===== config.mk =====
export PLATFORM = sky130hd
export DESIGN_NAME = wakeup_amp_timer
export DESIGN_NICKNAME = d
export VERILOG_FILES = /design/src/wakeup_amp_timer.v
export VERILOG_INCLUDE_DIRS = /design/src
export SDC_FILE = /design/constraint.sdc
export NUM_CORES = 1
export LEC_CHECK = 0
export BUFFER_PORTS_ARGS = -buffer_cell sky130_fd_sc_hd__buf_2
export CAP_MARGIN = 25
export CORE_ASPECT_RATIO = 1.1
export CORE_MARGIN = 2
export CORE_UTILIZATION = 50
export CTS_BUF_LIST = sky130_fd_sc_hd__clkbuf_2
export CTS_CLUSTER_DIAMETER = 50
export DETAILED_ROUTE_END_ITERATION = 10
export GPL_TIMING_DRIVEN = 0
export PLACE_DENSITY = 0.79
export SLEW_MARGIN = 30
export SYNTH_ARGS = -nofsm -noshare
export SYNTH_HDL_FRONTEND = slang
export SYNTH_SLANG_ARGS = --single-unit

===== constraint.sdc =====
create_clock -name aclk -period 4.1 [get_ports aclk]
set_clock_uncertainty 0.1 [all_clocks]
set_input_delay 0.41 -clock aclk [delete_from_list [all_inputs] [get_ports aclk]]
set_output_delay 0.41 -clock aclk [all_outputs]
set_load 0.03 [all_outputs]

===== src/wakeup_amp_regs.vh =====
// register map, field positions, reset values and timing constants of the wake-up timer block
// Summary of operation
// - range bit selects base step, 0 gives 100 ms, 1 gives 10 ms.
// - wake-up period is (timeout code plus one) times base step.
// - timeout interrupt bit raises an interrupt at every timer expiry.
// - amplitude bit measures at expiry, interrupts if difference from reference exceeds threshold.
// - phase bit starts a phase measurement at expiry, its interrupt is forwarded.
// - amplitude threshold is upper nibble of amplitude configuration byte.
// - include-trigger bit decides if an interrupting result updates the average.
// - average weight code 00,01,10,11 selects 4, 8, 16, 32.
// - reference select 0 uses software reference, 1 uses auto-average.
// - software amplitude reference is an 8-bit read-write byte.
// - current amplitude auto-average readable in a read-only byte.
// - latest amplitude result readable in its own read-only byte.
// - control, configuration and reference bytes clear on reset and Set Default.
// - both amplitude result bytes clear on reset and Set Default.
// - wake-up timer control byte bits 7 to 1 are read-write at its own address, bit 0 always reads 0.
`ifndef WAKEUP_AMP_REGS_VH
`define WAKEUP_AMP_REGS_VH

// ----------------------------------------------------------------
// register indices, byte address is four times the index
// ----------------------------------------------------------------
`define IDX_WAKEUP_CTRL 8'h31
`define IDX_AMP_CFG 8'h32
`define IDX_AMP_REF 8'h33
`define IDX_AMP_AVG 8'h34
`define IDX_AMP_RESULT 8'h35
`define IDX_IRQ_STATUS 8'h40
`define IDX_IRQ_MASK 8'h41
`define IDX_COMMAND 8'h42

// ----------------------------------------------------------------
// field positions
// ----------------------------------------------------------------
`define CTRL_RANGE_BIT 7
`define CTRL_CODE_MSB 6
`define CTRL_CODE_LSB 4
`define CTRL_TIMEOUT_IRQ_BIT 3
`define CTRL_AMP_BIT 2
`define CTRL_PHASE_BIT 1
`define CTRL_WRITE_MASK 8'hFE
`define CFG_THR_MSB 7
`define CFG_THR_LSB 4
`define CFG_INCLUDE_BIT 3
`define CFG_WEIGHT_MSB 2
`define CFG_WEIGHT_LSB 1
`define CFG_REF_SEL_BIT 0
`define STAT_TIMEOUT_BIT 0
`define STAT_AMP_BIT 1
`define STAT_PHASE_BIT 2
`define CMD_SET_DEFAULT_BIT 0

// ----------------------------------------------------------------
// reset values
// ----------------------------------------------------------------
`define RST_BYTE 8'h00
`define RST_STAT 3'h0

// ----------------------------------------------------------------
// timing
// ----------------------------------------------------------------
`define CLK_KHZ 25000
`define STEP_LONG_MS 100
`define STEP_SHORT_MS 10
`define STEP_LONG_CYC (`STEP_LONG_MS * `CLK_KHZ)
`define STEP_SHORT_CYC (`STEP_SHORT_MS * `CLK_KHZ)

// ----------------------------------------------------------------
// bus answers
// ----------------------------------------------------------------
`define RESP_OKAY 2'h0
`define RESP_SLVERR 2'h2

`endif


===== src/wakeup_amp_timer.v =====
// wake-up timer with amplitude wake-up detection, AXI4-Lite register slave
//
// The implementer's own choice: the AXI4-Lite slave port.
`timescale 1ns/1ps
`default_nettype none
`include "wakeup_amp_regs.vh"

module wakeup_amp_timer #(
  parameter STEP_LONG_CYC = `STEP_LONG_CYC,
  parameter STEP_SHORT_CYC = `STEP_SHORT_CYC,
  parameter ADDR_W = 12
) (
  input wire aclk,
  input wire aresetn,
  input wire [ADDR_W-1:0] s_axi_awaddr,
  input wire s_axi_awvalid,
  output reg s_axi_awready,
  input wire [31:0] s_axi_wdata,
  input wire [3:0] s_axi_wstrb,
  input wire s_axi_wvalid,
  output reg s_axi_wready,
  output reg [1:0] s_axi_bresp,
  output reg s_axi_bvalid,
  input wire s_axi_bready,
  input wire [ADDR_W-1:0] s_axi_araddr,
  input wire s_axi_arvalid,
  output reg s_axi_arready,
  output reg [31:0] s_axi_rdata,
  output reg [1:0] s_axi_rresp,
  output reg s_axi_rvalid,
  input wire s_axi_rready,
  output reg amp_meas_req,
  input wire amp_meas_done,
  input wire [7:0] amp_meas_result,
  output reg phase_meas_req,
  input wire phase_wake_event,
  output reg irq
);

  // ----------------------------------------------------------------
  // helpers
  // ----------------------------------------------------------------
  // maps a byte address to a register index, 8'hFF when unaligned or out of range
  function [7:0] reg_index;
    input [ADDR_W-1:0] addr;
    begin
      if (addr[1:0] != 2'h0 || addr[ADDR_W-1:10] != 0) begin
        reg_index = 8'hFF;
      end else begin
        reg_index = addr[9:2];
      end
    end
  endfunction

  function mapped;
    input [7:0] idx;
    begin
      mapped = (idx == `IDX_WAKEUP_CTRL) || (idx == `IDX_AMP_CFG) || (idx == `IDX_AMP_REF) ||
               (idx == `IDX_AMP_AVG) || (idx == `IDX_AMP_RESULT) || (idx == `IDX_IRQ_STATUS) ||
               (idx == `IDX_IRQ_MASK) || (idx == `IDX_COMMAND);
    end
  endfunction

  localparam [31:0] LONG_CYC = STEP_LONG_CYC;
  localparam [31:0] SHORT_CYC = STEP_SHORT_CYC;
  localparam [1:0] ST_IDLE = 2'b01;
  localparam [1:0] ST_WAIT = 2'b10;

  // ----------------------------------------------------------------
  // registers
  // ----------------------------------------------------------------
  reg [7:0] ctrl_r;
  reg [7:0] cfg_r;
  reg [7:0] ref_r;
  reg [7:0] avg_r;
  reg [7:0] result_r;
  reg [2:0] status_r;
  reg [2:0] mask_r;
  reg [31:0] step_cnt_r;
  reg [2:0] mult_cnt_r;
  reg [1:0] state_r;
  reg [ADDR_W-1:0] awaddr_r;
  reg aw_have_r;
  reg [31:0] wdata_r;
  reg [3:0] wstrb_r;
  reg w_have_r;

  // ----------------------------------------------------------------
  // write path
  // ----------------------------------------------------------------
  wire aw_take = s_axi_awvalid && s_axi_awready;
  wire w_take = s_axi_wvalid && s_axi_wready;
  wire wr_go = aw_have_r && w_have_r && !s_axi_bvalid;
  wire [7:0] wr_idx = reg_index(awaddr_r);
  wire wr_lane0 = wr_go && wstrb_r[0];
  wire ctrl_wr = wr_lane0 && (wr_idx == `IDX_WAKEUP_CTRL);
  wire set_default = wr_lane0 && (wr_idx == `IDX_COMMAND) && wdata_r[`CMD_SET_DEFAULT_BIT];

  always @(posedge aclk) begin
    if (!aresetn) begin
      s_axi_awready <= 1'b0;
      s_axi_wready <= 1'b0;
      s_axi_bvalid <= 1'b0;
      s_axi_bresp <= `RESP_OKAY;
      aw_have_r <= 1'b0;
      w_have_r <= 1'b0;
      awaddr_r <= {ADDR_W{1'b0}};
      wdata_r <= 32'h0;
      wstrb_r <= 4'h0;
    end else begin
      // ready is offered only while the holding slot is empty
      s_axi_awready <= !aw_have_r && !aw_take;
      s_axi_wready <= !w_have_r && !w_take;
      if (aw_take) begin
        aw_have_r <= 1'b1;
        awaddr_r <= s_axi_awaddr;
      end
      if (w_take) begin
        w_have_r <= 1'b1;
        wdata_r <= s_axi_wdata;
        wstrb_r <= s_axi_wstrb;
      end
      if (wr_go) begin
        aw_have_r <= 1'b0;
        w_have_r <= 1'b0;
        s_axi_bvalid <= 1'b1;
        s_axi_bresp <= mapped(wr_idx) ? `RESP_OKAY : `RESP_SLVERR;
      end else if (s_axi_bvalid && s_axi_bready) begin
        s_axi_bvalid <= 1'b0;
      end
    end
  end

  // ----------------------------------------------------------------
  // configuration registers
  // ----------------------------------------------------------------
  always @(posedge aclk) begin
    if (!aresetn || set_default) begin
      ctrl_r <= `RST_BYTE;
      cfg_r <= `RST_BYTE;
      ref_r <= `RST_BYTE;
      mask_r <= `RST_STAT;
    end else if (wr_lane0) begin
      case (wr_idx)
        `IDX_WAKEUP_CTRL: ctrl_r <= wdata_r[7:0] & `CTRL_WRITE_MASK;
        `IDX_AMP_CFG: cfg_r <= wdata_r[7:0];
        `IDX_AMP_REF: ref_r <= wdata_r[7:0];
        `IDX_IRQ_MASK: mask_r <= wdata_r[2:0];
        default: ctrl_r <= ctrl_r;
      endcase
    end
  end

  // ----------------------------------------------------------------
  // wake-up timer
  // ----------------------------------------------------------------
  wire timer_on = ctrl_r[`CTRL_TIMEOUT_IRQ_BIT] || ctrl_r[`CTRL_AMP_BIT] || ctrl_r[`CTRL_PHASE_BIT];
  wire [31:0] step_len = ctrl_r[`CTRL_RANGE_BIT] ? SHORT_CYC : LONG_CYC;
  wire step_end = (step_cnt_r == step_len - 32'h1);
  wire expiry = timer_on && step_end && (mult_cnt_r == ctrl_r[`CTRL_CODE_MSB:`CTRL_CODE_LSB]);

  // a control write restarts the period so a new code takes effect from a clean start
  always @(posedge aclk) begin
    if (!aresetn || set_default || ctrl_wr || !timer_on) begin
      step_cnt_r <= 32'h0;
      mult_cnt_r <= 3'h0;
    end else if (step_end) begin
      step_cnt_r <= 32'h0;
      mult_cnt_r <= expiry ? 3'h0 : mult_cnt_r + 3'h1;
    end else begin
      step_cnt_r <= step_cnt_r + 32'h1;
    end
  end

  // ----------------------------------------------------------------
  // amplitude measurement and auto-average
  // ----------------------------------------------------------------
  wire [7:0] amp_ref = cfg_r[`CFG_REF_SEL_BIT] ? avg_r : ref_r;
  wire [7:0] amp_diff = (amp_meas_result > amp_ref) ? amp_meas_result - amp_ref : amp_ref - amp_meas_result;
  wire amp_hit = amp_diff > {4'h0, cfg_r[`CFG_THR_MSB:`CFG_THR_LSB]};
  wire [8:0] avg_delta = {1'b0, amp_meas_result} - {1'b0, avg_r};
  wire [2:0] avg_shift = {1'b0, cfg_r[`CFG_WEIGHT_MSB:`CFG_WEIGHT_LSB]} + 3'h2;
  wire [8:0] avg_step = $signed(avg_delta) >>> avg_shift;
  wire [8:0] avg_sum = {1'b0, avg_r} + avg_step;
  wire meas_in = (state_r == ST_WAIT) && amp_meas_done;
  wire avg_upd = meas_in && (!amp_hit || cfg_r[`CFG_INCLUDE_BIT]);
  wire amp_event = meas_in && amp_hit;

  always @(posedge aclk) begin
    if (!aresetn || set_default) begin
      state_r <= ST_IDLE;
      amp_meas_req <= 1'b0;
      phase_meas_req <= 1'b0;
      result_r <= `RST_BYTE;
      avg_r <= `RST_BYTE;
    end else begin
      amp_meas_req <= 1'b0;
      phase_meas_req <= expiry && ctrl_r[`CTRL_PHASE_BIT];
      case (state_r)
        ST_IDLE: begin
          // an expiry while a measurement is pending is dropped, one result per request
          if (expiry && ctrl_r[`CTRL_AMP_BIT]) begin
            amp_meas_req <= 1'b1;
            state_r <= ST_WAIT;
          end
        end
        ST_WAIT: begin
          if (amp_meas_done) begin
            result_r <= amp_meas_result;
            state_r <= ST_IDLE;
          end
        end
        default: state_r <= ST_IDLE;
      endcase
      if (avg_upd) begin
        avg_r <= avg_sum[7:0];
      end
    end
  end

  // ----------------------------------------------------------------
  // interrupt status, write one to clear, set wins
  // ----------------------------------------------------------------
  wire stat_wr = wr_lane0 && (wr_idx == `IDX_IRQ_STATUS);
  wire [2:0] stat_clr = stat_wr ? wdata_r[2:0] : 3'h0;
  wire [2:0] stat_set;
  assign stat_set[`STAT_TIMEOUT_BIT] = expiry && ctrl_r[`CTRL_TIMEOUT_IRQ_BIT];
  assign stat_set[`STAT_AMP_BIT] = amp_event;
  assign stat_set[`STAT_PHASE_BIT] = phase_wake_event;

  always @(posedge aclk) begin
    if (!aresetn) begin
      status_r <= `RST_STAT;
      irq <= 1'b0;
    end else begin
      status_r <= (status_r & ~stat_clr) | stat_set;
      irq <= |(((status_r & ~stat_clr) | stat_set) & mask_r);
    end
  end

  // ----------------------------------------------------------------
  // read path
  // ----------------------------------------------------------------
  wire [7:0] rd_idx = reg_index(s_axi_araddr);
  reg [7:0] rd_byte;

  always @* begin
    case (rd_idx)
      `IDX_WAKEUP_CTRL: rd_byte = ctrl_r;
      `IDX_AMP_CFG: rd_byte = cfg_r;
      `IDX_AMP_REF: rd_byte = ref_r;
      `IDX_AMP_AVG: rd_byte = avg_r;
      `IDX_AMP_RESULT: rd_byte = result_r;
      `IDX_IRQ_STATUS: rd_byte = {5'h0, status_r};
      `IDX_IRQ_MASK: rd_byte = {5'h0, mask_r};
      default: rd_byte = 8'h00;
    endcase
  end

  always @(posedge aclk) begin
    if (!aresetn) begin
      s_axi_arready <= 1'b0;
      s_axi_rvalid <= 1'b0;
      s_axi_rdata <= 32'h0;
      s_axi_rresp <= `RESP_OKAY;
    end else begin
      s_axi_arready <= !s_axi_rvalid && !s_axi_arready && s_axi_arvalid;
      if (s_axi_arvalid && s_axi_arready) begin
        s_axi_rvalid <= 1'b1;
        s_axi_rdata <= {24'h0, rd_byte};
        s_axi_rresp <= mapped(rd_idx) ? `RESP_OKAY : `RESP_SLVERR;
      end else if (s_axi_rvalid && s_axi_rready) begin
        s_axi_rvalid <= 1'b0;
      end
    end
  end

endmodule
`default_nettype wire


-- Word-level counts from Yosys, hierarchy flattened
Index checks and enable logic that the tools add are counted.
- $add $sub $neg: 8
- magnitude comparators: 2
- eq/ne operators: 22
- shifts and indexed selects: 1
- muxes and demuxes: 18
- bitwise gates (word level): 6
- reductions and logical operators: 72
- operators by type and width (operator ; count):
    8-bit by 6-bit equality test with 1-bit output (second input constant) ; 10
    8-bit one-hot mux with 7 select lines ; 1
    8-bit by 7-bit equality test with 1-bit output (second input constant) ; 6
    32-bit by 1-bit adder with 32-bit output (second input constant) ; 1
    32-bit equality test ; 1
    8-bit two-way mux ; 4
    1-bit logical AND ; 24
    22-bit by 1-bit subtractor with 23-bit output (second input constant) ; 1
    1-bit logical OR ; 22
    22-bit two-way mux ; 1
    8-bit subtractor ; 2
    2-bit AND reduction ; 6
    2-bit nonzero test ; 6
    1-bit zero test ; 10
    9-bit by 3-bit >>> shifter with 8-bit output ; 1
    8-bit by 8-bit subtractor with 9-bit output ; 1
    8-bit adder ; 1
    8-bit by 4-bit greater-than comparator with 1-bit output ; 1
    8-bit greater-than comparator ; 1
    2-bit two-way mux ; 4
    3-bit bitwise AND ; 2
    3-bit two-way mux ; 2
    2-bit OR reduction ; 3
    1-bit two-way mux ; 5
    11 further kinds ; 13
- bits in registers: 125
- output and inout bits: 44
- logic and storage cells: 155

-- Depth between registers and ports, before layout
- word-level depth: 12
- mapped depth: 20
- gate-level depth less buffers: 19

-- Least setup slack after synthesis
Ideal clock, no wire load.
- path kind: register -> register
- from: register cfg_r[0]
- to: register avg_r[7]
- data arrival time: 4.294 ns
- path slack: -0.364 ns
- cell stages (with the launch flop): 20
- cells stage by stage: dfxtp_1 clkbuf_1 mux2i_1 inv_1 ha_1 inv_1 fa_1 a211oi_4 nor3_2 o41ai_4 mux2_2 ha_1 nor2b_1 o211ai_1 a21oi_1 nand2b_1 o41a_1 o31a_2 or3_1 a21oi_1
- longest elaborated chain between the ends: 7
- RTL lines (item ; RTL line ; source):
    start: declaration ; wakeup_amp_timer.v:73 ; reg [7:0] cfg_r;
    start signal: assignment ; wakeup_amp_timer.v:140 ; cfg_r <= `RST_BYTE;
    start signal: assignment ; wakeup_amp_timer.v:146 ; `IDX_AMP_CFG: cfg_r <= wdata_r[7:0];
    8-bit two-way mux * ; wakeup_amp_timer.v:178 ; wire [7:0] amp_ref = cfg_r[`CFG_REF_SEL_BIT] ? avg_r : ref_r;
    8-bit subtractor or 8-bit greater-than comparator (tied branches) ; wakeup_amp_timer.v:179 ; wire [7:0] amp_diff = (amp_meas_result > amp_ref) ? amp_meas_result - amp_ref : amp_ref - amp_meas_result;
    8-bit two-way mux * ; wakeup_amp_timer.v:179 ;
    8-bit by 4-bit greater-than comparator with 1-bit output * ; wakeup_amp_timer.v:180 ; wire amp_hit = amp_diff > {4'h0, cfg_r[`CFG_THR_MSB:`CFG_THR_LSB]};
    1-bit zero test * ; wakeup_amp_timer.v:186 ; wire avg_upd = meas_in && (!amp_hit || cfg_r[`CFG_INCLUDE_BIT]);
    1-bit logical OR * ; wakeup_amp_timer.v:186 ;
    1-bit logical AND * ; wakeup_amp_timer.v:186 ;
    end signal: assignment ; wakeup_amp_timer.v:195 ; avg_r <= `RST_BYTE;
    end signal: assignment ; wakeup_amp_timer.v:216 ; avg_r <= avg_sum[7:0];
    end: declaration ; wakeup_amp_timer.v:75 ; reg [7:0] avg_r;
Mark *: on every way between the ends. The rest lies on a longest branch, timed or not.
A chain may end at the register's enable or synchronous reset.

-- Worst setup path after layout
Same ends and word-level chain as after synthesis.

==> flow_summary_export.csv <==
group,metric,value,unit
synth,ys_types,74,
synth,synth_edf_count,0,
routing,drt_iter0_markers,505,
power_and_ir_drop,power_density,280.7,nW/µm²
routing,vias,6517,
setup_path,crit_path_start,"cfg_r[0]$_SDFFE_PP0P_",
timing,drv_slew,0,
synth,ys_async_sr_fraction,0,%
synth,synth_commonest_cells,"dfxtp_1 (123), nor2_1 (99), nand2_1 (96)",
die,coreArea,13790,µm²
clocking,clk_latency,0.68,ns
clocking,clock_path_buffers,2,
power_and_ir_drop,peakVddDrop,0.2265,mV
die,die_area,15120,µm²
routing,drt-vias-per-instance,5.382,
setup_path,worstPathMaxFanout,8,
timing,period_share,104.9,%
synth,synth_cells,844,
finish,drive_gt1_share,19.37,%
placement,portBuffers,66,
setup_path,crit_end,"avg_r[7]$_SDFFE_PP0P_",
setup_path,cp_data_required_time,4.61,ns
timing,fin_crit,4.299,ns
synth,syn_area,7077,µm²
finish,area_delta_synth_final,23.37,%
clocking,clkTransAtPathRegs,0.18,ns
setup_path,worst_r2r_path_depth,19,
synth,synth_top_area_share,34.79,%
setup_path,reg2reg_to,"avg_r[7]$_SDFFE_PP0P_",
clocking,htree_levels,4,
run,max_cap_violations,0,
setup_path,arrival,4.80,ns
synth,yosysMostFrequentCell,"dfxtp_1",
synth,synth_area_leaders,"dfxtp_1 (35%), ha_1 (6.2%), mux2i_1 (5.5%)",
timing,finalHoldViolations,0,
hold_path,min_path_type,"in2reg",
clocking,cts_tree,"built",
placement,gp_congestion,0.8777,
synth,synth-seq-cells,123,
outcome,violations,"negative setup slack",
grt,antenna_found_initial,1,
outcome,status,"finished, violations left",
setup_path,path_cells,"buf_4, mux2i_4, inv_1, ha_4, buf_6, a211oi_4, nor3_2, o41ai_4, buf_4, mux2_4, ha_4, nor2b_4, o211ai_1, a21oi_2, nand2b_4, o41a_1, o31a_4, or3_1, a21oi_1",
timing,whs,0.1149,ns
placement,place_inst,1123,
grt,grt_usage,22.44,%
timing,slew-limit-headroom,47.69,%
grt,grt_overflow,0,
placement,pre_cts_ws,-0.4458,ns
timing,worst_pin_slew,0.7745,ns
timing,rsz0062_at_grt,"true",
placement,dp_hpwl,12.59,mm
synth,yosys.area.top_type,"dfxtp_1",
synth,ys_seq_area_share,34.79,%
grt,grt_max_degree,17,
clocking,cts_made_buffers,17,
setup_path,start_kind,"register",
die,fp.dieW,117.4,µm
setup_path,crit_path_top_delay_cell,"dfxtp_4",
die,initial_core_util,51.30,%
setup_path,rrSetupSlack,-0.20,ns
clocking,cts-root-buf,"clkbuf_2",
power_and_ir_drop,p_leak,0.003414,µW
routing,drt_pass1_iterations,7,
die,die_h,128.8,µm
setup_path,r2r-start,"cfg_r[0]$_SDFFE_PP0P_",
routing,avgRoutedWirePerCell,14.54,µm
finish,final_cells,1211,
routing,drtAntennaViolNets,0,
grt,grt_pass1_vias,5969,
timing,setup_ws,-0.1992,ns
synth,yosys_most_used_dff,"dfxtp_1",
routing,drc,0,
timing,setup_viol,8,
clocking,cts.sinks,123,
grt,grt_pass1_wl,27.85,mm
setup_path,critical_path_class,"reg2reg",
timing,setup_tns,-0.7980,ns
setup_path,crit_path_end_kind,"register",
synth,yosysWarnings,0,
timing,max_freq,232.6,MHz
routing,finalWirelength,17.61,mm
die,core.rowCount,45,
synth,avgSynthCellArea,8.385,µm²
setup_path,critPathMaxStageDelay,0.41,ns
power_and_ir_drop,total_power,2450,µW
finish,finalNetCount,1124,
die,io_pins,121,
-- layer usage --
| layer | up-vias | track usage (%) | wire (µm) |
|---|---|---|---|
| met3 | 41 | 4.034 | 1002 |
| met1 | 3001 | 27.62 | 7714 |
| met4 | 0 | 8.930 | 504 |
| met5 | - | 0 | 0 |
| met2 | 227 | 39.25 | 8390 |
| li1 | 3248 | - | - |
-- worst min path at each step --
stage                                    startpoint                     endpoint  slack (ns)  cells after the start
after floorplan            step_cnt_r[0]$_SDFF_PP0_     step_cnt_r[0]$_SDFF_PP0_        0.31                      1
after global placement     step_cnt_r[0]$_SDFF_PP0_     step_cnt_r[0]$_SDFF_PP0_        0.33                      1
after detailed placement  s_axi_rvalid$_SDFFE_PN0P_     s_axi_arready$_SDFF_PN0_        0.34                      1
after CTS                           s_axi_araddr[9]  s_axi_rresp[1]$_SDFFE_PN0P_        0.06                      4
after global routing                s_axi_araddr[5]  s_axi_rresp[1]$_SDFFE_PN0P_         0.1                      4
final                               s_axi_araddr[9]  s_axi_rresp[1]$_SDFFE_PN0P_        0.11                      4
-- per-stage QoR --
stage / instance area, µm² / utilization (%)
after floorplan: 7202 / -
after global placement: 7767 / 56.31
after detailed placement: 7767 / 56.31
after CTS: 8587 / 62.25
after global routing: 8731 / 63.29
final: 8731 / 63.29
-- area by class of cell --
cell class / instances / area [µm²]
fillers: 1168 / 5064
multi-input cells: 651 / 4387
flip-flops and latches: 123 / 2479
repair buffers: 122 / 858.3
plain buffers: 57 / 345.3
well taps: 188 / 235.2
clock inverters: 15 / 200.2
inverters: 37 / 138.9
clock buffers: 17 / 85.08
diodes: 1 / 2.502
-- worst max-delay path: cells and delay by family, from the launching register on --
kind                       cells  cell delay [ns]
adders and majority gates      2             0.44
DFF                            1             0.41
and+or+nand+nor                4             0.67
muxes                          2             0.59
buffers and inverters          4             0.61
AOI/OAI and AO/OA              7             1.42
-- kinds of logic after synthesis --
family	Yosys count	share of synthesized area (%)
AO/OA/AOI/OAI	171	16.88
XOR/XNOR	49	6.064
adder cells (fa/ha/maj)	38	7.037
buffers and inverters	95	6.807
flip-flops	123	34.79
multiplexers	42	5.994
other	1	0.05299
AND/OR/NAND/NOR	325	22.37
-- what timing repair did --
action | 4_1_cts | 5_1_grt
gates resized for setup | 20 | 19
setup endpoints to repair | 9 | 10
endpoints found under the hold margin | 37 | 0
buffers inserted | 10 | 6
pin swaps | 8 | 3
cloned | 0 | 1
hold buffers | 39 | 0
-- cells in the final DEF (no fill, tap or decap), types with 6 or more instances in the layout --
cell and instances:
clkbuf_2 17, clkinvlp_4 6, nand2b_1 8, buf_2 73, nand4_1 11, nor3_1 19
a22oi_1 8, o21ai_0 26, a222oi_1 6, inv_1 34, nand2_1 96, conb_1 26
ha_1 31, and3_1 6, nand3b_1 10, xnor2_1 19, dfxtp_1 118, nand3_1 19
dlygate4sd3_1 39, a221oi_1 6, mux2i_1 32, buf_4 44, a21boi_0 25, and4_1 6
xor2_1 30, a21o_1 10, clkbuf_1 16, nor2b_1 6, nor2_1 99, a21oi_1 36
-- power breakdown --
| part | total, µW | internal (µW) | switching, µW |
|---|---|---|---|
| logic | 362 | 164 | 197 |
| clock network | 858 | 398 | 460 |
| registers | 1230 | 1210 | 18.2 |
-- sequential cells by signal, summed over array words and instances, names as in the netlist, 2 cells and up --
name,flops
state_r,2
s_axi_rdata,8
cfg_r,8
ctrl_r,7
mask_r,3
status_r,3
awaddr_r,12
avg_r,8
mult_cnt_r,3
step_cnt_r,32
wdata_r,8
ref_r,8
result_r,8
Power figures use the tool's default switching activity.
